File: config.mk
export PLATFORM = sky130hd
export DESIGN_NAME = adc_channel_config_regs
export DESIGN_NICKNAME = d
export VERILOG_FILES = /design/src/pkg/adc_cfg_pkg.sv /design/src/pkg/span_if.sv /design/src/design/span_decode.sv /design/src/design/adc_channel_config_regs.sv
export VERILOG_INCLUDE_DIRS = /design/src /design/src/pkg
export SDC_FILE = /design/constraint.sdc
export NUM_CORES = 1
export LEC_CHECK = 0
export ABC_AREA = 1
export BUFFER_PORTS_ARGS = -buffer_cell sky130_fd_sc_hd__buf_2
export CAP_MARGIN = 10
export CELL_PAD_IN_SITES_DETAIL_PLACEMENT = 1
export CELL_PAD_IN_SITES_GLOBAL_PLACEMENT = 2
export CORE_MARGIN = 2
export CORE_UTILIZATION = 33
export DETAILED_ROUTE_END_ITERATION = 6
export PLACE_DENSITY = 0.9
export SETUP_SLACK_MARGIN = 0.15
export SLEW_MARGIN = 20
export SYNTH_ARGS = -nofsm -noshare
export SYNTH_HDL_FRONTEND = slang
export SYNTH_SLANG_ARGS = --single-unit
File: constraint.sdc
create_clock -name ref_clk -period 7.46 [get_ports ref_clk]
set_clock_uncertainty 0.2 [all_clocks]
set_input_delay 0.373 -clock ref_clk [delete_from_list [all_inputs] [get_ports ref_clk]]
set_output_delay 0.373 -clock ref_clk [all_outputs]
set_load 0.01 [all_outputs]
File: src/pkg/adc_cfg.svh
// Constants for the channel configuration register bank
`ifndef ADC_CFG_SVH_CFG
`define ADC_CFG_SVH_CFG

// ----------------------------------------------------------------
// Register word indices (byte address = 4 * index)
// ----------------------------------------------------------------
`define IDX_W 10
`define IDX_RANGE_34 10'h004
`define IDX_RANGE_56 10'h005
`define IDX_RANGE_78 10'h006
`define IDX_BANDWIDTH 10'h007
`define IDX_AVERAGING 10'h008
`define IDX_GAIN_CH1 10'h009
`define IDX_MODE_CTRL 10'h030
`define IDX_SEQ_STATUS 10'h031

// ----------------------------------------------------------------
// Reset values
// ----------------------------------------------------------------
`define RST_RANGE 8'h33
`define RST_BANDWIDTH 8'h00
`define RST_AVERAGING 8'h00
`define RST_GAIN 6'h00
`define RST_MODE 1'b0

// ----------------------------------------------------------------
// Field positions
// ----------------------------------------------------------------
`define REG_W 8
`define EVEN_MSB 7
`define EVEN_LSB 4
`define ODD_MSB 3
`define ODD_LSB 0
`define PAD_MSB 7
`define PAD_LSB 4
`define RATIO_MSB 3
`define RATIO_LSB 0
`define GAIN_MSB 5
`define GAIN_LSB 0
`define GAIN_W 6
`define EXT_CLK_BIT 0

// ----------------------------------------------------------------
// Span and ratio codes
// ----------------------------------------------------------------
`define SPAN_BIP_LAST 4'h4
`define SPAN_UNI_LAST 4'h7
`define SPAN_DIFF_FIRST 4'h8
`define SPAN_DIFF_LAST 4'hb
`define RATIO_OFF 4'h0
`define RATIO_MAX 4'h8

// ----------------------------------------------------------------
// Timing
// ----------------------------------------------------------------
`define REF_CLK_MHZ 40
`define SAMPLE_GAP_NS 1000
`define PAD_STEP_NS 100

`endif

File: src/pkg/adc_cfg_pkg.sv
// Types shared by the channel configuration register bank
package adc_cfg_pkg;

	// Averaging sequencer states
	typedef enum logic {
		OS_IDLE,
		OS_RUN
	} os_state_t;

endpackage

File: src/pkg/span_if.sv
// Carrier between a range register field and its span decoder
`timescale 1ns/10ps
interface span_if;
	logic [3:0] code;
	logic bipolar;
	logic unipolar;
	logic differential;
	logic defined;

	modport src (output code, input bipolar, input unipolar, input differential, input defined);
	modport dec (input code, output bipolar, output unipolar, output differential, output defined);
endinterface

File: src/design/span_decode.sv
// Decoder of one four-bit input span selector into span class flags
`timescale 1ns/10ps
`include "adc_cfg.svh"
module span_decode
	import adc_cfg_pkg::*;
(
	// Clock and reset
	input wire logic ref_clk,
	input wire logic rst,
	// Selector in, flags out
	span_if.dec sp
);

	// ----------------------------------------------------------------
	// Code classes
	// ----------------------------------------------------------------
	wire is_bip = (sp.code <= `SPAN_BIP_LAST);
	wire is_uni = (sp.code > `SPAN_BIP_LAST) && (sp.code <= `SPAN_UNI_LAST);
	wire is_diff = (sp.code >= `SPAN_DIFF_FIRST) && (sp.code <= `SPAN_DIFF_LAST);
	// Codes above the last differential span drive no front-end class
	wire is_def = (sp.code <= `SPAN_DIFF_LAST);

	// Registered so the front end sees glitch-free selects
	always_ff @(posedge ref_clk or posedge rst) begin
		if (rst) begin
			sp.bipolar <= 1'b1;
			sp.unipolar <= 1'b0;
			sp.differential <= 1'b0;
			sp.defined <= 1'b1;
		end else begin
			sp.bipolar <= is_bip;
			sp.unipolar <= is_uni;
			sp.differential <= is_diff;
			sp.defined <= is_def;
		end
	end

endmodule

File: src/design/adc_channel_config_regs.sv
// APB register bank for spans, bandwidth, averaging and channel 1 gain
//
// How it works
// - Channels 3 to 8 each have a 4-bit span field; even channel high nibble, odd low.
// - Codes 0 to 4 select bipolar single-ended spans 2.5 to 12.5 V.
// - Codes 5 to 7 select unipolar spans 0-5, 0-10, 0-12.5 V.
// - Codes 8 to 11 select differential spans 5, 10, 12.5, 20 V.
// - Every span pair register resets to 0x33, the 10 V single-ended span.
// - Span pairs 3/4, 5/6, 7/8 sit at 0x04, 0x05, 0x06, read-write.
// - Bandwidth bit n-1 puts channel n into wide mode; resets low.
// - Bandwidth register sits at 0x07 and resets to zero.
// - Ratio field [3:0]: 0 off, 1 to 8 average 2 to 256 samples.
// - Padding field [7:4] stretches the spacing between samples of an internally paced burst.
// - Averaging register sits at 0x08, resets to zero: off, no padding.
// - Channel 1 gain trim sits at 0x09 and resets to zero.
// - Gain trim is six bits, 1024 ohm a step; bits 7:6 read zero.
// - External clock mode: each start pin rising edge triggers one sample of the average.
`timescale 1ns/10ps
`include "adc_cfg.svh"
module adc_channel_config_regs
	import adc_cfg_pkg::*;
#(
	parameter int ADDR_W = 12,
	parameter int GAP_CYC = (`SAMPLE_GAP_NS * `REF_CLK_MHZ + 999) / 1000,
	parameter int PAD_CYC = (`PAD_STEP_NS * `REF_CLK_MHZ + 999) / 1000
) (
	// Clock and reset
	input wire logic ref_clk,
	input wire logic rst,
	// APB slave
	input wire logic psel,
	input wire logic penable,
	input wire logic pwrite,
	input wire logic [ADDR_W-1:0] paddr,
	input wire logic [31:0] pwdata,
	input wire logic [3:0] pstrb,
	output logic [31:0] prdata,
	output logic pready,
	output logic pslverr,
	// Span selects per channel
	output logic [3:0] span_sel_third,
	output logic [3:0] span_sel_fourth,
	output logic [3:0] span_sel_fifth,
	output logic [3:0] span_sel_sixth,
	output logic [3:0] span_sel_seventh,
	output logic [3:0] span_sel_eighth,
	// Decoded span class, bit 0 is channel 3
	output logic [5:0] span_bipolar,
	output logic [5:0] span_unipolar,
	output logic [5:0] span_differential,
	output logic [5:0] span_defined,
	// Bandwidth, bit 0 is channel 1
	output logic [7:0] wide_filter_en,
	// Averaging settings and gain
	output logic [3:0] averaging_factor,
	output logic [3:0] averaging_padding,
	output logic external_averaging_clock_en,
	output logic [5:0] gain_trim_first,
	// Conversion start pin and sample sequencing
	input wire logic conversion_start_pin,
	output logic sample_trigger,
	output logic average_done
);

	localparam int NCH = 6;
	localparam int CNT_W = 16;
	localparam logic [CNT_W-1:0] GAP_C = CNT_W'(GAP_CYC);
	localparam logic [CNT_W-1:0] PAD_C = CNT_W'(PAD_CYC);

	// ----------------------------------------------------------------
	// Register storage
	// ----------------------------------------------------------------
	logic [`REG_W-1:0] range_select_ch3_ch4_r;
	logic [`REG_W-1:0] range_select_ch5_ch6_r;
	logic [`REG_W-1:0] range_select_ch7_ch8_r;
	logic [`REG_W-1:0] high_bandwidth_enables_r;
	logic [`REG_W-1:0] averaging_control_r;
	logic [`GAIN_W-1:0] gain_trim_ch1_r;
	logic mode_ext_clk_r;
	logic [31:0] prdata_r;
	logic pslverr_r;

	// ----------------------------------------------------------------
	// APB decode
	// ----------------------------------------------------------------
	// Registers are byte wide in lane 0; other lanes are ignored
	wire [`IDX_W-1:0] word_idx = `IDX_W'(paddr[ADDR_W-1:2]);
	wire setup_ph = psel && !penable;
	wire access_ph = psel && penable;
	wire wr_en = access_ph && pwrite && pstrb[0];
	wire [`REG_W-1:0] wbyte = pwdata[`REG_W-1:0];
	wire hit_r34 = (word_idx == `IDX_RANGE_34);
	wire hit_r56 = (word_idx == `IDX_RANGE_56);
	wire hit_r78 = (word_idx == `IDX_RANGE_78);
	wire hit_bw = (word_idx == `IDX_BANDWIDTH);
	wire hit_avg = (word_idx == `IDX_AVERAGING);
	wire hit_gain = (word_idx == `IDX_GAIN_CH1);
	wire hit_mode = (word_idx == `IDX_MODE_CTRL);
	wire hit_stat = (word_idx == `IDX_SEQ_STATUS);
	wire hit_any = hit_r34 | hit_r56 | hit_r78 | hit_bw | hit_avg | hit_gain | hit_mode | hit_stat;
	// Status is read-only; writing it is an error
	wire bad_acc = !hit_any || (pwrite && hit_stat);

	// Zero wait states; answer prepared during setup
	assign pready = access_ph;
	assign prdata = prdata_r;
	assign pslverr = pslverr_r && access_ph;

	// ----------------------------------------------------------------
	// Averaging sequencer signals
	// ----------------------------------------------------------------
	os_state_t os_state_r;
	os_state_t os_state_nxt;
	logic [8:0] left_r;
	logic [8:0] left_nxt;
	logic [CNT_W-1:0] gap_r;
	logic [CNT_W-1:0] gap_nxt;
	logic trig_nxt;
	logic done_nxt;
	logic trig_r;
	logic done_r;
	logic cs_meta_r;
	logic cs_sync_r;
	logic cs_prev_r;

	wire [3:0] ratio = averaging_control_r[`RATIO_MSB:`RATIO_LSB];
	wire [3:0] pad = averaging_control_r[`PAD_MSB:`PAD_LSB];
	// Reserved ratios behave as averaging off
	wire ratio_reserved = (ratio > `RATIO_MAX);
	wire os_on = (ratio != `RATIO_OFF) && !ratio_reserved;
	wire [8:0] total = os_on ? 9'(9'h001 << ratio) : 9'h001;
	wire [CNT_W-1:0] period = GAP_C + CNT_W'(pad) * PAD_C;
	wire cs_rise = cs_sync_r && !cs_prev_r;
	wire any_undef = ~&span_defined;

	// ----------------------------------------------------------------
	// Read mux
	// ----------------------------------------------------------------
	wire [7:0] stat_byte = {5'h00, ratio_reserved, any_undef, (os_state_r == OS_RUN)};
	wire [`REG_W-1:0] rd_byte =
		hit_r34 ? range_select_ch3_ch4_r :
		hit_r56 ? range_select_ch5_ch6_r :
		hit_r78 ? range_select_ch7_ch8_r :
		hit_bw ? high_bandwidth_enables_r :
		hit_avg ? averaging_control_r :
		hit_gain ? {2'b00, gain_trim_ch1_r} :
		hit_mode ? {7'h00, mode_ext_clk_r} :
		hit_stat ? stat_byte : 8'h00;

	// Read data and error latched in the setup cycle
	always_ff @(posedge ref_clk or posedge rst) begin
		if (rst) begin
			prdata_r <= 32'h0000_0000;
			pslverr_r <= 1'b0;
		end else if (setup_ph) begin
			prdata_r <= {24'h00_0000, rd_byte};
			pslverr_r <= bad_acc;
		end
	end

	// ----------------------------------------------------------------
	// Register writes
	// ----------------------------------------------------------------
	// Span pairs; all writable, reset to the 10 V single-ended code
	always_ff @(posedge ref_clk or posedge rst) begin
		if (rst) begin
			range_select_ch3_ch4_r <= `RST_RANGE;
			range_select_ch5_ch6_r <= `RST_RANGE;
			range_select_ch7_ch8_r <= `RST_RANGE;
		end else if (wr_en) begin
			if (hit_r34) begin
				range_select_ch3_ch4_r <= wbyte;
			end
			if (hit_r56) begin
				range_select_ch5_ch6_r <= wbyte;
			end
			if (hit_r78) begin
				range_select_ch7_ch8_r <= wbyte;
			end
		end
	end

	// Bandwidth, averaging, gain and mode control
	always_ff @(posedge ref_clk or posedge rst) begin
		if (rst) begin
			high_bandwidth_enables_r <= `RST_BANDWIDTH;
			averaging_control_r <= `RST_AVERAGING;
			gain_trim_ch1_r <= `RST_GAIN;
			mode_ext_clk_r <= `RST_MODE;
		end else if (wr_en) begin
			if (hit_bw) begin
				high_bandwidth_enables_r <= wbyte;
			end
			if (hit_avg) begin
				averaging_control_r <= wbyte;
			end
			if (hit_gain) begin
				gain_trim_ch1_r <= wbyte[`GAIN_MSB:`GAIN_LSB];
			end
			if (hit_mode) begin
				mode_ext_clk_r <= wbyte[`EXT_CLK_BIT];
			end
		end
	end

	// ----------------------------------------------------------------
	// Field outputs
	// ----------------------------------------------------------------
	// Odd channel in the low nibble, even channel in the high nibble
	assign span_sel_third = range_select_ch3_ch4_r[`ODD_MSB:`ODD_LSB];
	assign span_sel_fourth = range_select_ch3_ch4_r[`EVEN_MSB:`EVEN_LSB];
	assign span_sel_fifth = range_select_ch5_ch6_r[`ODD_MSB:`ODD_LSB];
	assign span_sel_sixth = range_select_ch5_ch6_r[`EVEN_MSB:`EVEN_LSB];
	assign span_sel_seventh = range_select_ch7_ch8_r[`ODD_MSB:`ODD_LSB];
	assign span_sel_eighth = range_select_ch7_ch8_r[`EVEN_MSB:`EVEN_LSB];
	assign wide_filter_en = high_bandwidth_enables_r;
	assign averaging_factor = ratio;
	assign averaging_padding = pad;
	assign external_averaging_clock_en = mode_ext_clk_r;
	assign gain_trim_first = gain_trim_ch1_r;

	// ----------------------------------------------------------------
	// Span decoders, one per channel
	// ----------------------------------------------------------------
	wire [4*NCH-1:0] span_all = {span_sel_eighth, span_sel_seventh, span_sel_sixth,
		span_sel_fifth, span_sel_fourth, span_sel_third};

	genvar gi;
	generate
		for (gi = 0; gi < NCH; gi++) begin : g_span
			span_if sp ();
			// Selector in, registered class flags out
			assign sp.code = span_all[4*gi +: 4];
			assign span_bipolar[gi] = sp.bipolar;
			assign span_unipolar[gi] = sp.unipolar;
			assign span_differential[gi] = sp.differential;
			assign span_defined[gi] = sp.defined;
			span_decode u_dec (
				.ref_clk(ref_clk),
				.rst(rst),
				.sp(sp.dec)
			);
		end
	endgenerate

	// ----------------------------------------------------------------
	// Conversion start synchroniser
	// ----------------------------------------------------------------
	// Pin is asynchronous; edge found only on the second stage
	always_ff @(posedge ref_clk or posedge rst) begin
		if (rst) begin
			cs_meta_r <= 1'b0;
			cs_sync_r <= 1'b0;
			cs_prev_r <= 1'b0;
		end else begin
			cs_meta_r <= conversion_start_pin;
			cs_sync_r <= cs_meta_r;
			cs_prev_r <= cs_sync_r;
		end
	end

	// ----------------------------------------------------------------
	// Averaging sequencer
	// ----------------------------------------------------------------
	// Settings are sampled each cycle; change them only while idle
	always_comb begin
		os_state_nxt = os_state_r;
		left_nxt = left_r;
		gap_nxt = gap_r;
		trig_nxt = 1'b0;
		done_nxt = 1'b0;
		unique case (os_state_r)
			OS_IDLE: begin
				if (cs_rise) begin
					trig_nxt = 1'b1;
					if (os_on) begin
						left_nxt = total - 9'h001;
						gap_nxt = period;
						os_state_nxt = OS_RUN;
					end else begin
						done_nxt = 1'b1;
					end
				end
			end
			OS_RUN: begin
				if (mode_ext_clk_r) begin
					// Host clock on the start pin paces every sample
					if (cs_rise) begin
						trig_nxt = 1'b1;
						left_nxt = left_r - 9'h001;
						if (left_r == 9'h001) begin
							done_nxt = 1'b1;
							os_state_nxt = OS_IDLE;
						end
					end
				end else if (gap_r <= 16'h0001) begin
					trig_nxt = 1'b1;
					left_nxt = left_r - 9'h001;
					gap_nxt = period;
					if (left_r == 9'h001) begin
						done_nxt = 1'b1;
						os_state_nxt = OS_IDLE;
					end
				end else begin
					gap_nxt = gap_r - 16'h0001;
				end
			end
		endcase
	end

	// Sequencer state and registered pulses
	always_ff @(posedge ref_clk or posedge rst) begin
		if (rst) begin
			os_state_r <= OS_IDLE;
			left_r <= 9'h000;
			gap_r <= 16'h0000;
			trig_r <= 1'b0;
			done_r <= 1'b0;
		end else begin
			os_state_r <= os_state_nxt;
			left_r <= left_nxt;
			gap_r <= gap_nxt;
			trig_r <= trig_nxt;
			done_r <= done_nxt;
		end
	end

	assign sample_trigger = trig_r;
	assign average_done = done_r;

endmodule

==> qor.txt <==
CP startpoint = os_state_r$_DFF_PP0_
Post-synthesis cell count = 752
Gpl congestion = 0.872
Number of diodes = 0
Final wirelength = 16900 um
CTS tree = yes
Row count = 49
Fill cells = 2234
Synth unique cells = 44
Max-slew violation count = 0
CP max-delay cell = dfrtp_1
Non-Filler Instances = 1070
Peak Freq = 0.375 GHz
Seq cells post-synth = 111
# Post-CTS Setup Buffers = 0
Die area = 0.0195 sq mm
Yosys warns = 0
# DRC = 0
Finish-stage setup viols = 0
Post-Place Cells = 1052
Mapped Area = 0.00606 sq mm
CP peak stage delay = 0.76 ns
Crit path DAT = 2.68 ns
Crit path cell chain = inv_1, nand2_1, inv_1, a31oi_1, o21ai_0
Gates resized, CTS repair = 0
H-tree depth reported by CTS = 3
Vias = 5047
Initial antenna violation count = 1
Worst rel slew slack = 41.4%
Worst Hold Slack = 0.118 ns
Clock latency on the worst-skew pair = 0.36 ns
Die X = 140 um
Final instance area = 0.00687 sq mm
Post-layout min period = 2.67 ns
RR Startpoint = os_state_r$_DFF_PP0_
R2r worst-path depth = 5
Outcome = finished, final reports clean
Number of synthesized flops with an enable pin = 0
Antenna viol nets, final = 0
Clock buffer depth = 2
Clock Sinks = 111
Slew at the pin with the worst max-slew slack = 0.880 ns
Worst reg2reg endpoint = gap_r[13]$_DFFE_PP0P_
Critical Path Stages = 5
Dpl hpwl = 12900 um
Fin. Hold Viols = 0
Leakage = 0.00364 uW
Drt pass-1 iters = 4
Num CTS Buffers = 9
Clk pin slew, worst setup/hold paths = 0.08 ns
Largest net degree at the start of global routing = 68
# port buffers = 107
Critical Path Sink = gap_r[13]$_DFFE_PP0P_
R2r setup slk = 4.79 ns
Post-synth top area cell = dfrtp_1
Req. time, crit path = 7.47 ns
Initial DRC Count = 262
Sequential area share after synthesis = 46.3%
Buffer and inverter count on the worst path = 2
Initial Util = 33.7%
Syn avg cell area = 8.06 sq um
Vias per cell = 4.72
Async S/R FF share, synth = 100%
Critical Path Fanout Max = 20
Die Y = 140 um
Root buffer cell = clkbuf_16
Fin crit share = 35.8%
Gr ovfl total = 0
Placement Cell Area = 0.00653 sq mm
Most frequent CP cell = inv_1
Critical path's top delay family = compound AO/OA/AOI/OAI gates
Fin nets = 896
First-pass GRT wire length = 27400 um
Critical path type = register to register
Avg WL per Cell = 15.8 um
Power Dens Cells = 183 mW/mm^2
Top cells by area, synth = dfrtp_1, nand2_1, dfstp_2
Area Overhead vs Synth = 13.4%
Hold Buf Count CTS = 2
Vias in the first global route = 5180
Top-area cell type share of the netlist area = 35.9%
Setup Total Neg Slack = 0 ns
Core ar. = 0.0180 sq mm
Share of layout cells above drive strength 1 = 23.7%
VDD IR-drop max = 139 uV
HP Class = input pin to register
RSZ-0062 raised after global routing = false
Top-level port count = 161
CP Launch Type = register
CP Capture Type = register
Max_cap viols = 0
GRT Overall Usage = 17.8%
Synth Flop Type = dfrtp_1
## worst min path at each step
stage	startpoint	end	slack, ns	cells past startpoint
after floorplan	cs_meta_r$_DFF_PP0_	cs_sync_r$_DFF_PP0_	0.13	0
after detailed placement	cs_meta_r$_DFF_PP0_	cs_sync_r$_DFF_PP0_	0.15	0
final	pwdata[0]	external_averaging_clock_en$_DFFE_PP0P_	0.12	3
after global routing	pwdata[0]	external_averaging_clock_en$_DFFE_PP0P_	0.13	3
after CTS	pwdata[0]	external_averaging_clock_en$_DFFE_PP0P_	0.10	3
after global placement	cs_meta_r$_DFF_PP0_	cs_sync_r$_DFF_PP0_	0.14	0
## worst min-delay path: stages
cell and delay (ns):
buf_2 0.12, nor2_1 0.10, a21oi_1 0.05
## registers in the layout, indices dropped and copies added (netlist names)
name and flops:
g_span.u_dec.sp.defined 6, averaging_control_r 8, wide_filter_en 8, range_select_ch7_ch8_r 8, sample_trigger 1, cs_sync_r 1
prdata 8, gain_trim_first 6, gap_r 16, os_state_r 1, g_span.u_dec.sp.unipolar 6, g_span.u_dec.sp.differential 6
range_select_ch5_ch6_r 8, left_r 9, cs_prev_r 1, cs_meta_r 1, g_span.u_dec.sp.bipolar 6, average_done 1
range_select_ch3_ch4_r 8, pslverr_r 1, external_averaging_clock_en 1
## cells in the mapped netlist, types with 3 or more instances
| cell type | n |
|---|---|
| nor2_1 | 84 |
| nand2_4 | 7 |
| nand3_2 | 5 |
| nand2_1 | 185 |
| dfstp_2 | 24 |
| nor2_2 | 3 |
| nor2_4 | 5 |
| nand3_1 | 44 |
| or2_2 | 3 |
| nand4_1 | 5 |
| nor3_1 | 8 |
| ha_1 | 6 |
| nand2_2 | 6 |
| o21bai_1 | 4 |
| dfrtp_1 | 87 |
| buf_4 | 48 |
| o21ai_2 | 9 |
| o211ai_1 | 4 |
| o21ai_1 | 28 |
| buf_6 | 6 |
| clkbuf_1 | 3 |
| inv_1 | 73 |
| nand3b_1 | 3 |
| xnor2_1 | 4 |
| a21oi_1 | 11 |
| xor2_1 | 8 |
| o21ai_0 | 53 |
| inv_2 | 7 |
## layout by cell type (no fill, tap or decap), types with 2 or more instances in the layout
master | Yosys | routed
nand2_1 | 185 | 185
buf_2 | 2 | 107
dfrtp_1 | 87 | 87
nor2_1 | 84 | 84
inv_1 | 73 | 72
o21ai_0 | 53 | 53
nand3_1 | 44 | 44
o21ai_1 | 28 | 28
conb_1 | 1 | 24
dfstp_2 | 24 | 24
a21oi_1 | 11 | 11
o21ai_2 | 9 | 9
clkbuf_16 | 0 | 9
nor3_1 | 8 | 8
xor2_1 | 8 | 8
inv_2 | 7 | 7
nand2_4 | 7 | 7
nand2_2 | 6 | 6
ha_1 | 6 | 6
nor2_4 | 5 | 5
nand3_2 | 5 | 5
nand4_1 | 5 | 5
o21bai_1 | 4 | 4
xnor2_1 | 4 | 4
o211ai_1 | 4 | 4
nor2_2 | 3 | 3
nand3b_1 | 3 | 3
or2_2 | 3 | 3
clkinv_2 | 2 | 2
a22oi_1 | 2 | 2
inv_6 | 0 | 2
clkinv_8 | 0 | 2
dlygate4sd3_1 | 0 | 2
## logic make-up (layout without fill, tap and decap cells)
group	Yosys count	count (layout)	share of synthesized area, %
AO/OA/AOI/OAI	116	116	10.7
adder cells (fa/ha/maj)	6	6	1.24
XOR/XNOR	12	12	1.73
buffers and inverters	142	208	12.6
flip-flops	111	111	46.3
AND/OR/NAND/NOR	364	364	27.3
other	1	24	0.0619
## report_power, final
group | internal [uW] | switching (uW)
Clock | 271 | 251
Combinational | 34.2 | 83.6
Sequential | 610 | 7.18
## cell type report
cell class | instances | area [sq um] | share of cell area, %
multi-input cells | 522 | 2570 | 37.5
inverters | 82 | 313 | 4.55
clock buffers | 9 | 225 | 3.28
clock inverters | 7 | 98.8 | 1.44
well taps | 229 | 287 | 4.17
flip-flops and latches | 111 | 2810 | 40.9
repair buffers | 110 | 563 | 8.20
## stage by stage
step	worst slack (ns)	power (uW)	utilization [%]
6_report	4.79	1260	38.2
5_1_grt	4.60	1310	38.2
4_1_cts	4.77	1280	38.2
3_5_place_dp	4.79	747	36.3
3_3_place_gp	4.84	745	36.3
2_1_floorplan	4.00	717	-
## metal layers
metal / part of all wire [%] / global-route usage, % / vias up
met5: 0.065 / 0 / -
met1: 46 / 24.1 / 2414
met3: 5.1 / 4.58 / 21
li1: - / - / 2506
met2: 47 / 28.2 / 104
met4: 1.9 / 5.21 / 2
Note: power is estimated with default switching activity, not from simulation.
